$ cat src/hdl/host_port_pkg.sv
// shared constants and types of the byte-wide host port
// assumes the host pins are already synchronous to the core clock
package host_port_pkg;
  localparam logic [2:0] BOOT_PATTERN = 3'h5;
  localparam logic [2:0] ADDR_STATUS = 3'h0;
  localparam logic [2:0] ADDR_ZERO = 3'h4;
  localparam logic [2:0] ADDR_HIGH = 3'h5;
  localparam logic [2:0] ADDR_LOW = 3'h7;
  localparam logic [1:0] IDX_HIGH = 2'h0;
  localparam logic [1:0] IDX_MID = 2'h1;
  localparam logic [1:0] IDX_LOW = 2'h2;
  localparam logic [1:0] WS_OFF = 2'h0;
  localparam logic [1:0] WS_24 = 2'h1;
  localparam logic [1:0] WS_16 = 2'h2;
  localparam int BOOT_WORDS = 4608;
  localparam logic [12:0] EXEC_START = 13'h0000;
  localparam logic [7:0] VEC_RX = 8'h20;
  localparam logic [7:0] VEC_TX = 8'h22;
  localparam logic [7:0] VEC_NONE = 8'h00;
  localparam logic [23:0] WORD_RESET = 24'h000000;
  typedef enum logic [1:0] {
    DMA_IDLE = 2'b00,
    DMA_REQ = 2'b01,
    DMA_ACK = 2'b10
  } dma_state_t;
endpackage

$ cat src/hdl/word_stream_if.sv
// valid/ready word carrier between the port modules
// assumes both ends run on the same clock
`default_nettype none
interface word_stream_if #(parameter int W = 24);
  logic valid;
  logic ready;
  logic [W-1:0] data;
  modport src(output valid, output data, input ready);
  modport snk(input valid, input data, output ready);
endinterface
`default_nettype wire

$ cat src/hdl/word_buffer.sv
// two-entry word buffer, flip-flop storage
// assumes one clock and the asynchronous active-low reset
`default_nettype none
module word_buffer #(
  parameter int W = 24
) (
  input wire logic i_ref_clk,
  input wire logic i_rst_n,
  word_stream_if.snk in_s,
  word_stream_if.src out_s
);
  logic [W-1:0] mem_reg [2];
  logic wr_ptr_reg;
  logic rd_ptr_reg;
  logic [1:0] count_reg;
  logic push;
  logic pop;

  assign in_s.ready = (count_reg != 2'h2);
  assign out_s.valid = (count_reg != 2'h0);
  assign out_s.data = mem_reg[rd_ptr_reg];
  assign push = in_s.valid & in_s.ready;
  assign pop = out_s.valid & out_s.ready;

  always_ff @(posedge i_ref_clk) begin
    if (push) begin
      mem_reg[wr_ptr_reg] <= in_s.data;
    end
  end

  always_ff @(posedge i_ref_clk or negedge i_rst_n) begin
    if (!i_rst_n) begin
      wr_ptr_reg <= 1'b0;
      rd_ptr_reg <= 1'b0;
      count_reg <= 2'h0;
    end else begin
      if (push) begin
        wr_ptr_reg <= ~wr_ptr_reg;
      end
      if (pop) begin
        rd_ptr_reg <= ~rd_ptr_reg;
      end
      if (push && !pop) begin
        count_reg <= count_reg + 2'h1;
      end else if (pop && !push) begin
        count_reg <= count_reg - 2'h1;
      end
    end
  end
endmodule
`default_nettype wire

$ cat src/hdl/host_port.sv
// host port: host byte registers, core word registers, dma pacing, boot load
// assumes host pins synchronous to i_ref_clk; control bits arrive as plain ports
`default_nettype none
module host_port #(
  parameter int BOOT_WORDS = host_port_pkg::BOOT_WORDS
) (
  input wire logic i_ref_clk,
  input wire logic i_rst_n,
  input wire logic i_boot_active,
  input wire logic i_boot_mode_bit_c,
  input wire logic i_boot_mode_bit_b,
  input wire logic i_boot_mode_bit_a,
  input wire logic i_host_enable_n,
  input wire logic i_host_rw,
  input wire logic [2:0] i_host_reg_select,
  input wire logic [7:0] i_host_data_bus,
  output logic [7:0] o_host_data_bus,
  output logic o_host_data_oe,
  input wire logic i_host_ack_n,
  output logic o_host_request_n,
  input wire logic i_init,
  input wire logic i_host_flag_zero,
  input wire logic i_rx_request_enable,
  input wire logic i_tx_request_enable,
  input wire logic i_word_size_bit1,
  input wire logic i_word_size_bit0,
  input wire logic i_core_tx_wr,
  input wire logic [23:0] i_core_tx_data,
  input wire logic i_core_rx_rd,
  output logic [23:0] o_core_rx_data,
  output logic o_core_rx_full,
  output logic o_core_tx_empty,
  input wire logic i_core_tx_irq_enable,
  input wire logic i_core_rx_irq_enable,
  input wire logic i_irq_unmasked,
  output logic o_core_irq,
  output logic [7:0] o_core_irq_vector,
  output logic o_boot_from_host,
  output logic o_boot_wr,
  output logic [12:0] o_boot_addr,
  output logic [23:0] o_boot_data,
  output logic o_boot_done,
  output logic [12:0] o_exec_addr
);
  localparam logic [12:0] BOOT_LAST = 13'(BOOT_WORDS - 1);

  // start byte of a dma word from the size bits
  function automatic logic [1:0] start_index(input logic [1:0] ws);
    unique case (ws)
      host_port_pkg::WS_24: start_index = host_port_pkg::IDX_HIGH;
      host_port_pkg::WS_16: start_index = host_port_pkg::IDX_MID;
      default: start_index = host_port_pkg::IDX_LOW;
    endcase
  endfunction

  word_stream_if #(.W(24)) tx_s ();
  word_stream_if #(.W(24)) rx_s ();

  word_buffer #(.W(24)) u_buf (
    .i_ref_clk(i_ref_clk),
    .i_rst_n(i_rst_n),
    .in_s(tx_s),
    .out_s(rx_s)
  );

  logic en_n_reg;
  logic ack_n_reg;
  logic [7:0] tx_byte_reg [3];
  logic [7:0] rx_byte_reg [3];
  logic word_full_reg;
  logic host_rx_full_reg;
  logic core_tx_empty_reg;
  logic [23:0] core_tx_reg;
  logic core_rx_full_reg;
  logic [23:0] core_rx_reg;
  logic [1:0] cnt_reg;
  host_port_pkg::dma_state_t state_reg;
  host_port_pkg::dma_state_t state_next;
  logic [7:0] rd_data_next;
  logic [7:0] rd_data_reg;
  logic [7:0] vector_reg;
  logic boot_host_reg;
  logic boot_done_reg;
  logic boot_wr_reg;
  logic [12:0] boot_addr_reg;
  logic [23:0] boot_data_reg;

  logic [1:0] ws;
  logic [1:0] sel_idx;
  logic sel_byte;
  logic acc;
  logic host_wr;
  logic host_rd;
  logic ack_fall;
  logic ack_rise;
  logic dma_on;
  logic dma_tx;
  logic dma_rx;
  logic host_tx_empty;
  logic host_low_wr;
  logic dma_step;
  logic dma_low;
  logic copy_out;
  logic host_low_rd;
  logic boot_busy;
  logic boot_store;
  logic tx_irq;
  logic rx_irq;

  assign ws = {i_word_size_bit1, i_word_size_bit0};
  assign sel_idx = 2'(i_host_reg_select - host_port_pkg::ADDR_HIGH);
  assign sel_byte = (i_host_reg_select >= host_port_pkg::ADDR_HIGH);
  // one access per enable low phase, one step per ack release
  assign acc = ~i_host_enable_n & en_n_reg;
  assign host_wr = acc & ~i_host_rw;
  assign host_rd = acc & i_host_rw;
  assign ack_fall = ~i_host_ack_n & ack_n_reg;
  assign ack_rise = i_host_ack_n & ~ack_n_reg;
  assign dma_on = (ws != host_port_pkg::WS_OFF) & (i_tx_request_enable ^ i_rx_request_enable);
  assign dma_tx = dma_on & i_tx_request_enable;
  assign dma_rx = dma_on & i_rx_request_enable;
  assign host_tx_empty = ~word_full_reg;
  assign host_low_wr = host_wr & (i_host_reg_select == host_port_pkg::ADDR_LOW) & ~dma_tx;
  assign dma_step = (state_reg == host_port_pkg::DMA_ACK) & ack_rise;
  assign dma_low = dma_step & (cnt_reg == host_port_pkg::IDX_LOW);
  assign copy_out = ~host_rx_full_reg & ~core_tx_empty_reg;
  assign host_low_rd = host_rd & (i_host_reg_select == host_port_pkg::ADDR_LOW) & ~dma_rx;
  assign boot_busy = boot_host_reg & i_boot_active & ~boot_done_reg;
  assign boot_store = boot_busy & ~i_host_flag_zero & core_rx_full_reg;

  assign tx_s.valid = word_full_reg;
  assign tx_s.data = {tx_byte_reg[0], tx_byte_reg[1], tx_byte_reg[2]};
  assign rx_s.ready = ~core_rx_full_reg;

  always_ff @(posedge i_ref_clk or negedge i_rst_n) begin
    if (!i_rst_n) begin
      en_n_reg <= 1'b1;
      ack_n_reg <= 1'b1;
    end else begin
      en_n_reg <= i_host_enable_n;
      ack_n_reg <= i_host_ack_n;
    end
  end

  // host-to-core byte assembly
  always_ff @(posedge i_ref_clk or negedge i_rst_n) begin
    if (!i_rst_n) begin
      for (int i = 0; i < 3; i++) begin
        tx_byte_reg[i] <= 8'h00;
      end
    end else if (dma_tx && dma_step) begin
      tx_byte_reg[cnt_reg] <= i_host_data_bus;
    end else if (host_wr && sel_byte && !dma_tx) begin
      tx_byte_reg[sel_idx] <= i_host_data_bus;
    end
  end

  always_ff @(posedge i_ref_clk or negedge i_rst_n) begin
    if (!i_rst_n) begin
      word_full_reg <= 1'b0;
    end else if (host_low_wr || (dma_tx && dma_low)) begin
      word_full_reg <= 1'b1;
    end else if (i_init || (tx_s.valid && tx_s.ready)) begin
      word_full_reg <= 1'b0;
    end
  end

  // buffered word into the core receive register
  always_ff @(posedge i_ref_clk or negedge i_rst_n) begin
    if (!i_rst_n) begin
      core_rx_full_reg <= 1'b0;
      core_rx_reg <= host_port_pkg::WORD_RESET;
    end else if (rx_s.valid && rx_s.ready) begin
      core_rx_full_reg <= 1'b1;
      core_rx_reg <= rx_s.data;
    end else if (i_core_rx_rd || boot_store) begin
      core_rx_full_reg <= 1'b0;
    end
  end

  // core-to-host path
  always_ff @(posedge i_ref_clk or negedge i_rst_n) begin
    if (!i_rst_n) begin
      core_tx_empty_reg <= 1'b1;
      core_tx_reg <= host_port_pkg::WORD_RESET;
    end else if (copy_out) begin
      core_tx_empty_reg <= 1'b1;
    end else if (i_core_tx_wr) begin
      core_tx_empty_reg <= 1'b0;
      core_tx_reg <= i_core_tx_data;
    end
  end

  always_ff @(posedge i_ref_clk or negedge i_rst_n) begin
    if (!i_rst_n) begin
      host_rx_full_reg <= 1'b0;
      for (int i = 0; i < 3; i++) begin
        rx_byte_reg[i] <= 8'h00;
      end
    end else if (copy_out) begin
      host_rx_full_reg <= 1'b1;
      rx_byte_reg[0] <= core_tx_reg[23:16];
      rx_byte_reg[1] <= core_tx_reg[15:8];
      rx_byte_reg[2] <= core_tx_reg[7:0];
    end else if (host_low_rd || (dma_rx && dma_low)) begin
      host_rx_full_reg <= 1'b0;
    end
  end

  // dma byte counter
  always_ff @(posedge i_ref_clk or negedge i_rst_n) begin
    if (!i_rst_n) begin
      cnt_reg <= host_port_pkg::IDX_LOW;
    end else if (i_init || !dma_on || dma_low) begin
      cnt_reg <= start_index(ws);
    end else if (dma_step) begin
      cnt_reg <= cnt_reg + 2'h1;
    end
  end

  // dma request pacing
  always_comb begin
    state_next = state_reg;
    unique case (state_reg)
      host_port_pkg::DMA_IDLE: begin
        if (i_host_ack_n && ((dma_tx && host_tx_empty) || (dma_rx && host_rx_full_reg))) begin
          state_next = host_port_pkg::DMA_REQ;
        end
      end
      host_port_pkg::DMA_REQ: begin
        if (ack_fall) begin
          state_next = host_port_pkg::DMA_ACK;
        end
      end
      host_port_pkg::DMA_ACK: begin
        if (ack_rise) begin
          state_next = host_port_pkg::DMA_IDLE;
        end
      end
      default: state_next = host_port_pkg::DMA_IDLE;
    endcase
    if (!dma_on || i_init) begin
      state_next = host_port_pkg::DMA_IDLE;
    end
  end

  always_ff @(posedge i_ref_clk or negedge i_rst_n) begin
    if (!i_rst_n) begin
      state_reg <= host_port_pkg::DMA_IDLE;
    end else begin
      state_reg <= state_next;
    end
  end

  always_comb begin
    if (dma_on) begin
      o_host_request_n = (state_reg != host_port_pkg::DMA_REQ);
    end else begin
      o_host_request_n = ~((i_rx_request_enable & host_rx_full_reg) | (i_tx_request_enable & host_tx_empty));
    end
  end

  // host read data, registered
  always_comb begin
    rd_data_next = 8'h00;
    if (dma_rx && state_reg == host_port_pkg::DMA_ACK) begin
      rd_data_next = rx_byte_reg[cnt_reg];
    end else if (sel_byte) begin
      rd_data_next = rx_byte_reg[sel_idx];
    end else if (i_host_reg_select == host_port_pkg::ADDR_STATUS) begin
      rd_data_next = {6'h00, host_tx_empty, host_rx_full_reg};
    end
  end

  always_ff @(posedge i_ref_clk or negedge i_rst_n) begin
    if (!i_rst_n) begin
      rd_data_reg <= 8'h00;
    end else begin
      rd_data_reg <= rd_data_next;
    end
  end

  assign o_host_data_bus = rd_data_reg;
  assign o_host_data_oe = (~i_host_enable_n & i_host_rw) | (dma_rx & (state_reg == host_port_pkg::DMA_ACK));

  // core exceptions, level while receive full or transmit empty, receive vector first
  assign tx_irq = core_tx_empty_reg & i_core_tx_irq_enable & i_irq_unmasked;
  assign rx_irq = core_rx_full_reg & i_core_rx_irq_enable & i_irq_unmasked;

  always_ff @(posedge i_ref_clk or negedge i_rst_n) begin
    if (!i_rst_n) begin
      vector_reg <= host_port_pkg::VEC_NONE;
    end else if (rx_irq) begin
      vector_reg <= host_port_pkg::VEC_RX;
    end else if (tx_irq) begin
      vector_reg <= host_port_pkg::VEC_TX;
    end else begin
      vector_reg <= host_port_pkg::VEC_NONE;
    end
  end

  // bootstrap loader
  always_ff @(posedge i_ref_clk or negedge i_rst_n) begin
    if (!i_rst_n) begin
      boot_host_reg <= 1'b0;
    end else if (i_boot_active) begin
      boot_host_reg <= ({i_boot_mode_bit_c, i_boot_mode_bit_b, i_boot_mode_bit_a} == host_port_pkg::BOOT_PATTERN);
    end
  end

  always_ff @(posedge i_ref_clk or negedge i_rst_n) begin
    if (!i_rst_n) begin
      boot_done_reg <= 1'b0;
      boot_wr_reg <= 1'b0;
      boot_addr_reg <= host_port_pkg::EXEC_START;
      boot_data_reg <= host_port_pkg::WORD_RESET;
      o_boot_addr <= host_port_pkg::EXEC_START;
    end else begin
      boot_wr_reg <= boot_store;
      if (boot_busy && i_host_flag_zero) begin
        boot_done_reg <= 1'b1;
      end else if (boot_store) begin
        boot_data_reg <= core_rx_reg;
        boot_addr_reg <= boot_addr_reg + 13'h0001;
        if (boot_addr_reg == BOOT_LAST) begin
          boot_done_reg <= 1'b1;
        end
      end
      if (boot_store) begin
        o_boot_addr <= boot_addr_reg;
      end
    end
  end

  assign o_core_rx_data = core_rx_reg;
  assign o_core_rx_full = core_rx_full_reg;
  assign o_core_tx_empty = core_tx_empty_reg;
  assign o_core_irq = rx_irq | tx_irq;
  assign o_core_irq_vector = vector_reg;
  assign o_boot_from_host = boot_host_reg;
  assign o_boot_wr = boot_wr_reg;
  assign o_boot_data = boot_data_reg;
  assign o_boot_done = boot_done_reg;
  assign o_exec_addr = host_port_pkg::EXEC_START;
endmodule
`default_nettype wire

$ cat config.mk
export PLATFORM = sky130hd
export DESIGN_NAME = host_port
export DESIGN_NICKNAME = d
export VERILOG_FILES = /design/src/hdl/host_port_pkg.sv /design/src/hdl/word_stream_if.sv /design/src/hdl/word_buffer.sv /design/src/hdl/host_port.sv
export SDC_FILE = /design/constraint.sdc
export NUM_CORES = 1
export LEC_CHECK = 0
export ABC_AREA = 1
export BUFFER_PORTS_ARGS = -buffer_cell sky130_fd_sc_hd__buf_2
export CAP_MARGIN = 20
export CORE_MARGIN = 4
export CORE_UTILIZATION = 56
export DETAILED_ROUTE_END_ITERATION = 16
export PLACE_DENSITY = 0.79
export SLEW_MARGIN = 20
export SYNTH_ARGS = -nofsm -noshare
export SYNTH_HDL_FRONTEND = slang
export SYNTH_SLANG_ARGS = --single-unit
$ cat constraint.sdc
create_clock -name i_ref_clk -period 2.45 [get_ports i_ref_clk]
set_input_delay 0.1225 -clock i_ref_clk [delete_from_list [all_inputs] [get_ports i_ref_clk]]
set_output_delay 0.1225 -clock i_ref_clk [all_outputs]
set_load 0.005 [all_outputs]
==> results of run 1 <==
[worst max path at each step]
stage | from | end | slack (ns) | cells after the start
floorplan | u_buf.count_reg[0]$_DFFE_PN0P_ | u_buf.mem_reg[1][0]$_DFFE_PP_ | 0.30 | 4
global placement | i_host_reg_select[0] | o_host_data_bus[0]$_DFF_PN0_ | 0.81 | 7
detailed placement | i_host_reg_select[0] | o_host_data_bus[1]$_DFF_PN0_ | 0.71 | 7
CTS | o_core_rx_full$_DFFE_PN0P_ | o_core_irq | 0.41 | 6
global route | o_core_rx_full$_DFFE_PN0P_ | o_core_irq | 0.27 | 6
finish | o_core_rx_full$_DFFE_PN0P_ | o_core_irq | 0.40 | 6
[placed cells by master, fill, tap and decap left out, drive strengths merged, types with 2 or more instances in the layout]
master,n
inv,73
nand3,71
nand4,6
ha,11
dfstp,4
buf,145
dlygate4sd3,44
bufinv,2
dfrtp,169
nand2,311
a21oi,12
clkinv,3
o21ai,64
nor3,5
clkbuf,35
xor2,9
conb,19
edfxtp,48
a31oi,24
o211ai,5
mux2,24
nor2,67
[Yosys cell counts]
library cell,number
a21oi_1,12
a31oi_1,24
a32o_1,1
buf_1,2
buf_2,9
buf_4,19
buf_6,3
clkbuf_1,17
clkinv_1,1
conb_1,1
dfrtp_1,169
dfstp_2,4
edfxtp_1,48
ha_1,11
inv_1,64
inv_2,6
mux2_2,24
nand2_1,301
nand2_2,5
nand2_4,5
nand3_1,67
nand3_2,2
nand3_4,2
nand4_1,6
nor2_1,61
nor2_2,3
nor2_4,3
nor3_1,3
nor3_2,2
nor3b_1,1
o211ai_1,5
o21a_1,1
o21ai_0,63
o21ai_4,1
o21bai_1,1
o221ai_1,1
o22ai_1,1
o31ai_1,1
or2_1,1
xnor2_1,1
xor2_1,9
[power groups by stage]
stage	Combinational [mW]	Clock (mW)	Sequential (mW)
6_report	2.22	3.46	4.99
2_1_floorplan	1.45	0	4.88
5_1_grt	2.53	3.69	5.07
4_1_cts	2.23	3.50	4.99
3_3_place_gp	2.07	0	5.02
3_5_place_dp	2.15	0	5.05
[timing repair]
action / 4_1_cts / 5_1_grt
gates resized for setup: 0 / 0
endpoints found under the hold margin: 117 / 0
setup endpoints to repair: 0 / 0
hold buffers: 44 / 0
[critical path, cell delays in order, from the launching register on]
cell and delay, ns:
dfrtp_1 0.46, nand2_1 0.08, inv_1 0.09, nand2_1 0.05, dlygate4sd3_1 0.56, nand2_1 0.08, buf_2 0.11
[cell type report]
class,instances,area [µm²]
Sequential cell,221,5780
Fill cell,1250,5050
Multi-Input combinational cell,637,3180
Timing Repair Buffer,189,1210
Clock buffer,35,661
Tap cell,220,275
Inverter,71,267
Clock inverter,7,93.8
[logic make-up after synthesis]
| logic type | Yosys count | synth area share (%) |
|---|---|---|
| compound gates | 111 | 6.64 |
| xor+xnor | 10 | 0.928 |
| fa+ha+maj | 11 | 1.46 |
| buf+inv | 121 | 5.93 |
| flops | 221 | 61.2 |
| mux | 24 | 2.86 |
| other cells | 1 | 0.0397 |
| simple gates | 462 | 20.9 |
[routing by layer]
metal	vias up	wire length, µm	global-route usage [%]
met2	270	10500	37.7
met1	3426	8600	29.8
met4	0	658	7.96
li1	3477	-	-
met3	54	1420	3.73
met5	-	0	0
[stage by stage]
stage	total power, mW	cells
after floorplan	6.33	979
after global placement	7.09	1294
after detailed placement	7.19	1294
after CTS	10.7	1380
after global routing	11.3	1380
final	10.7	1380
==> flow_summary.toml, run 1 <==
[job]
cap_violations = 0

[logic_synthesis]
synth-seq-cells = 221
synth_top_area_share_pct = 44.8
synth_largest_area_cell = "dfrtp_1"
netlist_area_um2 = 9440
yosysSeqAreaShare_pct = 61.2
yosys-top-cells-area = "dfrtp_1, edfxtp_1, nand2_1, nand3_1, o21ai_0"
syn_area_per_cell_um2 = 9.82
synth_cell_type_count = 41
syn_inst = 961
ys_warn_count = 0

[floorplan]
num_io_pins = 153
initial_core_util_pct = 57.1
dieHeight_um = 138
dieArea_um2 = 19000
core_area_um2 = 16500
placementRows = 47
die_x_um = 138

[critical_path]
regToRegSetupSlack_ns = 0.50
start_kind = "register"
critPathKind = "reg2out"
reg2reg_depth = 6
r2r-start = "o_core_rx_full$_DFFE_PN0P_"
path_max_fanout = 5
cp_data_required_time_ns = 2.33
r2r-end = "o_core_irq_vector[5]$_DFF_PN0_"
arrival_ns = 1.92
endpoint_kind = "output port"

[global_routing]
grt_pass1_vias = 6938
grt.total_usage_pct = 22.5
grt_pass1_wl_mm = 34.1
overflow = 0
grt_start_max_net_pins = 69
grt_antenna_before_repair = 0

[power]
power_density_nw_per_um2 = 930
ir_worst_vdd_v = 0.000651
cell_internal_pwr_mw = 7.45
p_comb_share_pct = 20.8
switching_power_mw = 3.23
p_clk_share_pct = 32.4
p_sw_share_pct = 30.2
power.leakage_nw = 5.68
pwr-share-seq_pct = 46.8

[timing]
final.min_clock_period_ns = 2.05
max_freq_mhz = 489
relSlewSlack_pct = 51.9
worst_pin_slew_ns = 0.721
fin_tns_setup_ns = 0
holdWs_ns = 0.0186
worst_slack_ns = 0.404
hold_viol_final = 0
clock_skew_ns = 0.0189
finalSetupViolCount = 0
rsz0062_at_grt = "no"
timing.final.crit_share_pct = 83.5
drv_slew = 0

[cts]
cts-htree-levels = 1
cts_tree = "yes"
cts_max_path_buffers = 3
cts.sinks = 221
post_cts_buffers = 0
clkTransAtPathRegs_ns = 0.06
cts_root_buf = "clkbuf_16"
insertion_delay_ns = 0.51
cts_made_buffers = 23

[route]
drt_iter0_drc = 522
detail-route-antenna-nets = 0
vias = 7227
drc_errors = 0
dr.pass1.iters = 8
wl_per_cell_um = 15.3
vias_per_cell = 5.24
routed_wl_mm = 21.1

[min_path]
hold_end = "o_host_data_bus[0]$_DFF_PN0_"
hp-start = "i_host_reg_select[2]"
holdPathStages = 4
worstHoldPathType = "in2reg"

[placement]
place.gp.congestion = 0.919
portBuffers = 133
dp_hpwl_mm = 14.0
placed_area_um2 = 10300
dp_slack_ns = 0.713

[finish]
diodes = 0
largest_reg_flops = 48
drive_above_1_share_pct = 20.5
area_growth_pct = 21.5
final_util_pct = 69.4
fin_area_um2 = 11500
fin_nets = 1209

[status]
status = "completed"
No activity file was read; power rests on OpenSTA's default activity.
==> run 2, diff against run 1 <==
--- a/config.mk
+++ b/config.mk
@@ -5,7 +5,7 @@
 export SDC_FILE = /design/constraint.sdc
 export NUM_CORES = 1
 export LEC_CHECK = 0
-export ABC_AREA = 1
+export ABC_AREA = 0
 export BUFFER_PORTS_ARGS = -buffer_cell sky130_fd_sc_hd__buf_2
 export CAP_MARGIN = 20
 export CORE_MARGIN = 4
==> constraint.sdc (replaced) <==
create_clock -name i_ref_clk -period 1.91 [get_ports i_ref_clk]
set_input_delay 0.0955 -clock i_ref_clk [delete_from_list [all_inputs] [get_ports i_ref_clk]]
set_output_delay 0.0955 -clock i_ref_clk [all_outputs]
set_load 0.005 [all_outputs]
==> flow_summary.toml, run 2 <==
[global_routing]
grt_pass1_vias = 6007
grt_antenna_before_repair = 0
overflow = 0
grt_pass1_wl_mm = 31.1
grt_start_max_net_pins = 64
grt.total_usage_pct = 21.2

[timing]
finalSetupViolCount = 0
clock_skew_ns = 0.0236
hold_viol_final = 0
final.min_clock_period_ns = 1.85
timing.final.crit_share_pct = 96.9
rsz0062_at_grt = "no"
fin_tns_setup_ns = 0
worst_slack_ns = 0.0589
worst_pin_slew_ns = 0.608
relSlewSlack_pct = 59.5
max_freq_mhz = 540
drv_slew = 0

[logic_synthesis]
synth_cell_type_count = 52
ys_warn_count = 0
syn_inst = 633
synth_largest_area_cell = "dfrtp_1"
synth-seq-cells = 221
synthArstFlopShare_pct = 78.3
ys.flop_type = "dfrtp_1"
netlist_area_um2 = 9120
yosys-top-cells-area = "dfrtp_1, edfxtp_1, mux2_2, mux2i_1, mux2_4"
syn_area_per_cell_um2 = 14.4
yosysSeqAreaShare_pct = 63.4
synth_common_cells = "dfrtp_1, mux2_2, edfxtp_1, mux2i_1, nand2_1"
yosysMostFrequentCell = "dfrtp_1"
synth_edf_count = 48
synth_top_area_share_pct = 46.4

[floorplan]
dieArea_um2 = 18400
die_x_um = 136
core_area_um2 = 15900
initial_core_util_pct = 57.2
num_io_pins = 153
dieHeight_um = 136
placementRows = 46

[placement]
dp_hpwl_mm = 13.0
place.gp.congestion = 0.848
dp_slack_ns = -0.0143
placed_cells = 975
portBuffers = 133
placed_area_um2 = 10000

[critical_path]
regToRegSetupSlack_ns = 0.06
path_max_fanout = 7
arrival_ns = 2.24
endpoint = "tx_s.valid$_DFFE_PN0P_"
r2r-end = "tx_s.valid$_DFFE_PN0P_"
endpoint_kind = "register"
start_kind = "register"
r2r-start = "ack_n_reg$_DFF_PN1_"
crit_start = "ack_n_reg$_DFF_PN1_"
reg2reg_depth = 5
cp_data_required_time_ns = 2.29
critPathKind = "reg2reg"

[status]
status = "completed"

[cts]
cts_max_path_buffers = 3
post_cts_buffers = 0
cts_root_buf = "clkbuf_16"
cts_tree = "yes"
cts-htree-levels = 1
insertion_delay_ns = 0.50
cts_made_buffers = 23
cts.sinks = 221
clkTransAtPathRegs_ns = 0.06

[finish]
fin_nets = 897
final_common_cell = "dfrtp_1"
fin_area_um2 = 11200
finalNonFillerCells = 1061
diodes = 0
fillers = 1021
area_growth_pct = 23.0
layout.cells.most_common_list = "dfrtp_1, buf_2, mux2_2"
drive_above_1_share_pct = 38.0
largest_reg_flops = 48

[min_path]
worstHoldPathType = "in2reg"
hp-start = "i_word_size_bit1"

[route]
dr.pass1.iters = 4
detail-route-antenna-nets = 0
drt_iter0_drc = 360
routed_wl_mm = 19.4
drc_errors = 0
wl_per_cell_um = 18.3
vias_per_cell = 5.36
vias = 5686

[power]
power.leakage_nw = 5.30
power_density_nw_per_um2 = 1280
ir_worst_vdd_v = 0.000961

[job]
cap_violations = 0
run 2: power breakdown:
part           internal, mW  leakage [nW]  switching (mW)  total (mW)
registers              5.95          2.64           0.909        6.86
clock network          2.48         0.364            1.71        4.19
logic                  1.74          2.30            1.51        3.25
total                  10.2          5.30            4.13        14.3
run 2: final cells by class:
| type | instances | area (µm²) | share of cell area, % |
|---|---|---|---|
| Inverter | 12 | 45.0 | 0.402 |
| Tap cell | 216 | 270 | 2.41 |
| Multi-Input combinational cell | 374 | 3110 | 27.7 |
| Timing Repair Buffer | 199 | 1300 | 11.6 |
| Clock buffer | 31 | 678 | 6.05 |
| Sequential cell | 221 | 5780 | 51.5 |
| Clock inverter | 8 | 40.0 | 0.357 |
run 2: how the worst min path moves through the flow:
stage | to | slack (ns) | cells past startpoint
after global routing | cnt_reg[1]$_DFFE_PN1P_ | 0.04 | 4
after detailed placement | o_boot_addr[7]$_DFFE_PN0P_ | 0.13 | 1
final | cnt_reg[1]$_DFFE_PN1P_ | 0.02 | 4
after floorplan | boot_addr_reg[0]$_DFFE_PN0P_ | -0.20 | 0
after CTS | cnt_reg[1]$_DFFE_PN1P_ | 0.002 | 4
after global placement | o_core_irq_vector[5]$_DFF_PN0_ | 0.11 | 1
run 2: what timing repair did:
item                                    in CTS  in global routing
pin swaps                                    0                  2
resized for setup                            2                  2
hold buffers                                47                  0
gates cloned                                 0                  0
endpoints found under the setup margin       7                  9
hold endpoints to repair                   118                  0
run 2: layer usage:
metal | vias to the layer above | wire (µm) | part of all wire, % | GRT usage (%)
met2 | 160 | 10100 | 52 | 38.0
met1 | 2865 | 8060 | 41 | 26.9
met5 | - | 0 | 0 | 0
met3 | 33 | 870 | 4.5 | 3.19
li1 | 2628 | - | - | -
met4 | 0 | 363 | 1.9 | 5.77
run 2: cell families (layout without fill, tap and decap cells):
logic type                 count (synthesis)  count (layout)  synth area share (%)
AOI/OAI and AO/OA                         73              73                  4.72
xor gates and xnor gates                  18              18                  1.73
adders and majority gates                 11              11                  1.51
buffers and inverters                     56             250                  3.58
DFF                                      221             221                  63.4
muxes                                    153             153                  19.4
other                                      1              19                0.0411
and+or+nand+nor                          100             100                  5.71
run 2: stage by stage:
stage / utilization (%) / hold WS, ns / total power, mW
after floorplan: - / -0.200 / 8.70
after global placement: 62.8 / 0.112 / 9.83
after detailed placement: 62.8 / 0.127 / 10.1
after CTS: 70.3 / 0.00177 / 14.4
after global routing: 70.3 / 0.0432 / 15.0
final: 70.3 / 0.0234 / 14.3
run 2: worst max-delay path: stages (launching register included):
cell and delay [ns]:
dfstp_2 0.53, and4bb_4 0.21, and2_4 0.17, a32oi_1 0.17
o21ai_1 0.09, dlygate4sd3_1 0.56
==> run 3, diff against run 2 <==
--- a/config.mk
+++ b/config.mk
@@ -9,9 +9,9 @@
 export BUFFER_PORTS_ARGS = -buffer_cell sky130_fd_sc_hd__buf_2
 export CAP_MARGIN = 20
 export CORE_MARGIN = 4
-export CORE_UTILIZATION = 56
+export CORE_UTILIZATION = 45
 export DETAILED_ROUTE_END_ITERATION = 16
-export PLACE_DENSITY = 0.79
+export PLACE_DENSITY = 0.66
 export SLEW_MARGIN = 20
 export SYNTH_ARGS = -nofsm -noshare
 export SYNTH_HDL_FRONTEND = slang
==> constraint.sdc (replaced) <==
create_clock -name i_ref_clk -period 2.3 [get_ports i_ref_clk]
set_input_delay 0.115 -clock i_ref_clk [delete_from_list [all_inputs] [get_ports i_ref_clk]]
set_output_delay 0.115 -clock i_ref_clk [all_outputs]
set_load 0.005 [all_outputs]
==> flow_summary.toml, run 3 (synthesized netlist as in run 2, its figures left out) <==
[timing]
drv_slew = 0
clock_skew_ns = 0.0146
finalSetupViolCount = 0
max_freq_mhz = 492
worst_pin_slew_ns = 0.647
rsz0062_at_grt = "no"
fin_tns_setup_ns = 0
hold_viol_final = 0
timing.final.crit_share_pct = 88.4
final.min_clock_period_ns = 2.03
relSlewSlack_pct = 56.9
holdWs_ns = 0.0260

[route]
drc_errors = 0
dr.pass1.iters = 4
routed_wl_mm = 18.8
drt_iter0_drc = 296
wl_per_cell_um = 16.9
vias_per_cell = 5.07
detail-route-antenna-nets = 0
vias = 5644

[power]
pwr-share-seq_pct = 46.8
p_sw_share_pct = 28.2
p_clk_share_pct = 31.6
switching_power_mw = 3.44
power.leakage_nw = 5.33
power_density_nw_per_um2 = 1070
finalPower_mw = 12.2
ir_worst_vdd_v = 0.000512
cell_internal_pwr_mw = 8.75
p_comb_share_pct = 21.6

[global_routing]
grt_pass1_vias = 5856
grt_start_max_net_pins = 69
grt_pass1_wl_mm = 30.5
grt.total_usage_pct = 16.8
overflow = 0
grt_antenna_before_repair = 2

[critical_path]
arrival_ns = 2.42
start_kind = "input port"
r2r-end = "tx_byte_reg[20]$_DFFE_PN0P_"
critPathKind = "in2reg"
endpoint_kind = "register"
regToRegSetupSlack_ns = 0.39
slowest_delay_ns = 0.59
worstPathCellList = "dlygate4sd3_1, buf_2, inv_1, ha_1, nor3b_2, nor3_2, a32o_1, mux2_4"
r2r-start = "state_reg[0]$_DFFE_PN0P_"
cp_data_required_time_ns = 2.69
cp_slowest_cell = "a32o_1"
path_max_fanout = 8
reg2reg_depth = 4

[cts]
post_cts_buffers = 0
cts_root_buf = "clkbuf_16"
cts_max_path_buffers = 3
clkTransAtPathRegs_ns = 0.06
insertion_delay_ns = 0.52
cts_tree = "yes"
cts-htree-levels = 1
cts_made_buffers = 24
cts.sinks = 221

[min_path]
worstHoldPathType = "in2reg"
hp-start = "i_host_reg_select[0]"
holdPathStages = 3
hold_end = "o_host_data_bus[1]$_DFF_PN0_"

[floorplan]
core_area_um2 = 19700
num_io_pins = 153
dieHeight_um = 150
dieArea_um2 = 22600
placementRows = 51
initial_core_util_pct = 46.2
die_x_um = 150

[finish]
fin_area_um2 = 11400
diodes = 0
fin_nets = 897
drive_above_1_share_pct = 37.3
area_growth_pct = 24.9
final_common_cell = "dfrtp_1"
layout.cells.most_common_list = "dfrtp_1, buf_2, mux2_2"
final_util_pct = 57.7
largest_reg_flops = 48

[placement]
placed_area_um2 = 10100
portBuffers = 133
dp_hpwl_mm = 13.1
place.gp.congestion = 0.798

[job]
cap_violations = 0

[status]
status = "completed"
==> run 3: changes by cell type in the layout (fill, tap and decap cells not counted), sizes merged <==
| cell | before | now |
|---|---|---|
| buf | 152 | 148 |
| bufinv | 0 | 3 |
| clkbuf | 31 | 28 |
| clkinv | 9 | 13 |
| clkinvlp | 0 | 1 |
| dlygate4sd3 | 47 | 50 |
==> run 3: worst max path at each step <==
stage                                         from                            end
finish                            i_word_size_bit0    tx_byte_reg[20]$_DFFE_PN0P_
global route                      i_word_size_bit0    tx_byte_reg[21]$_DFFE_PN0P_
CTS                               i_word_size_bit0                 o_host_data_oe
detailed placement                i_word_size_bit1    tx_byte_reg[16]$_DFFE_PN0P_
global placement              i_host_reg_select[0]   o_host_data_bus[0]$_DFF_PN0_
floorplan           u_buf.count_reg[0]$_DFFE_PN0P_  u_buf.mem_reg[0][0]$_DFFE_PP_
==> run 3: metal layers <==
layer / vias to the layer above / wire (µm) / share of wire (%) / track usage (%)
met4: 4 / 457 / 2.4 / 4.67
met3: 39 / 953 / 5.1 / 2.92
met2: 160 / 9150 / 49 / 28.3
met1: 2814 / 8180 / 44 / 22.4
met5: - / 22 / 0.12 / 0
li1: 2627 / - / - / -
==> run 3: area by class of cell <==
type	instances	area, µm²
timing repair buffer	198	1310
sequential	221	5780
multi-input combinational	374	3110
inverter	12	45.0
clock inverter	16	166
tap	265	332
clock buffer	28	647
fill	1555	8330
==> run 3: repair_timing <==
item,CTS,global route
setup endpoints to repair,0,1
hold endpoints to repair,125,0
resized for setup,0,2
hold buffers,50,0
==> run 3: worst max-delay path, delay by kind of cell <==
kind            cells  cell delay [ns]
compound gates      1             0.59
mux                 1             0.35
buf+inv             3             0.73
simple gates        2             0.38
fa+ha+maj           1             0.26
==> run 3: power by group through the flow <==
stage	clock network (mW)	logic, mW	registers [mW]
6_report	3.86	2.64	5.70
3_3_place_gp	0	2.49	5.71
2_1_floorplan	0	1.73	5.49
5_1_grt	4.12	2.95	5.82
3_5_place_dp	0	2.60	5.77
4_1_cts	3.97	2.69	5.71
==> run 3: metrics by stage <==
step	setup WS [ns]	instances
4_1_cts	0.0975	1114
2_1_floorplan	0.245	651
5_1_grt	0.151	1114
3_5_place_dp	0.327	1020
3_3_place_gp	0.425	1020
6_report	0.266	1114
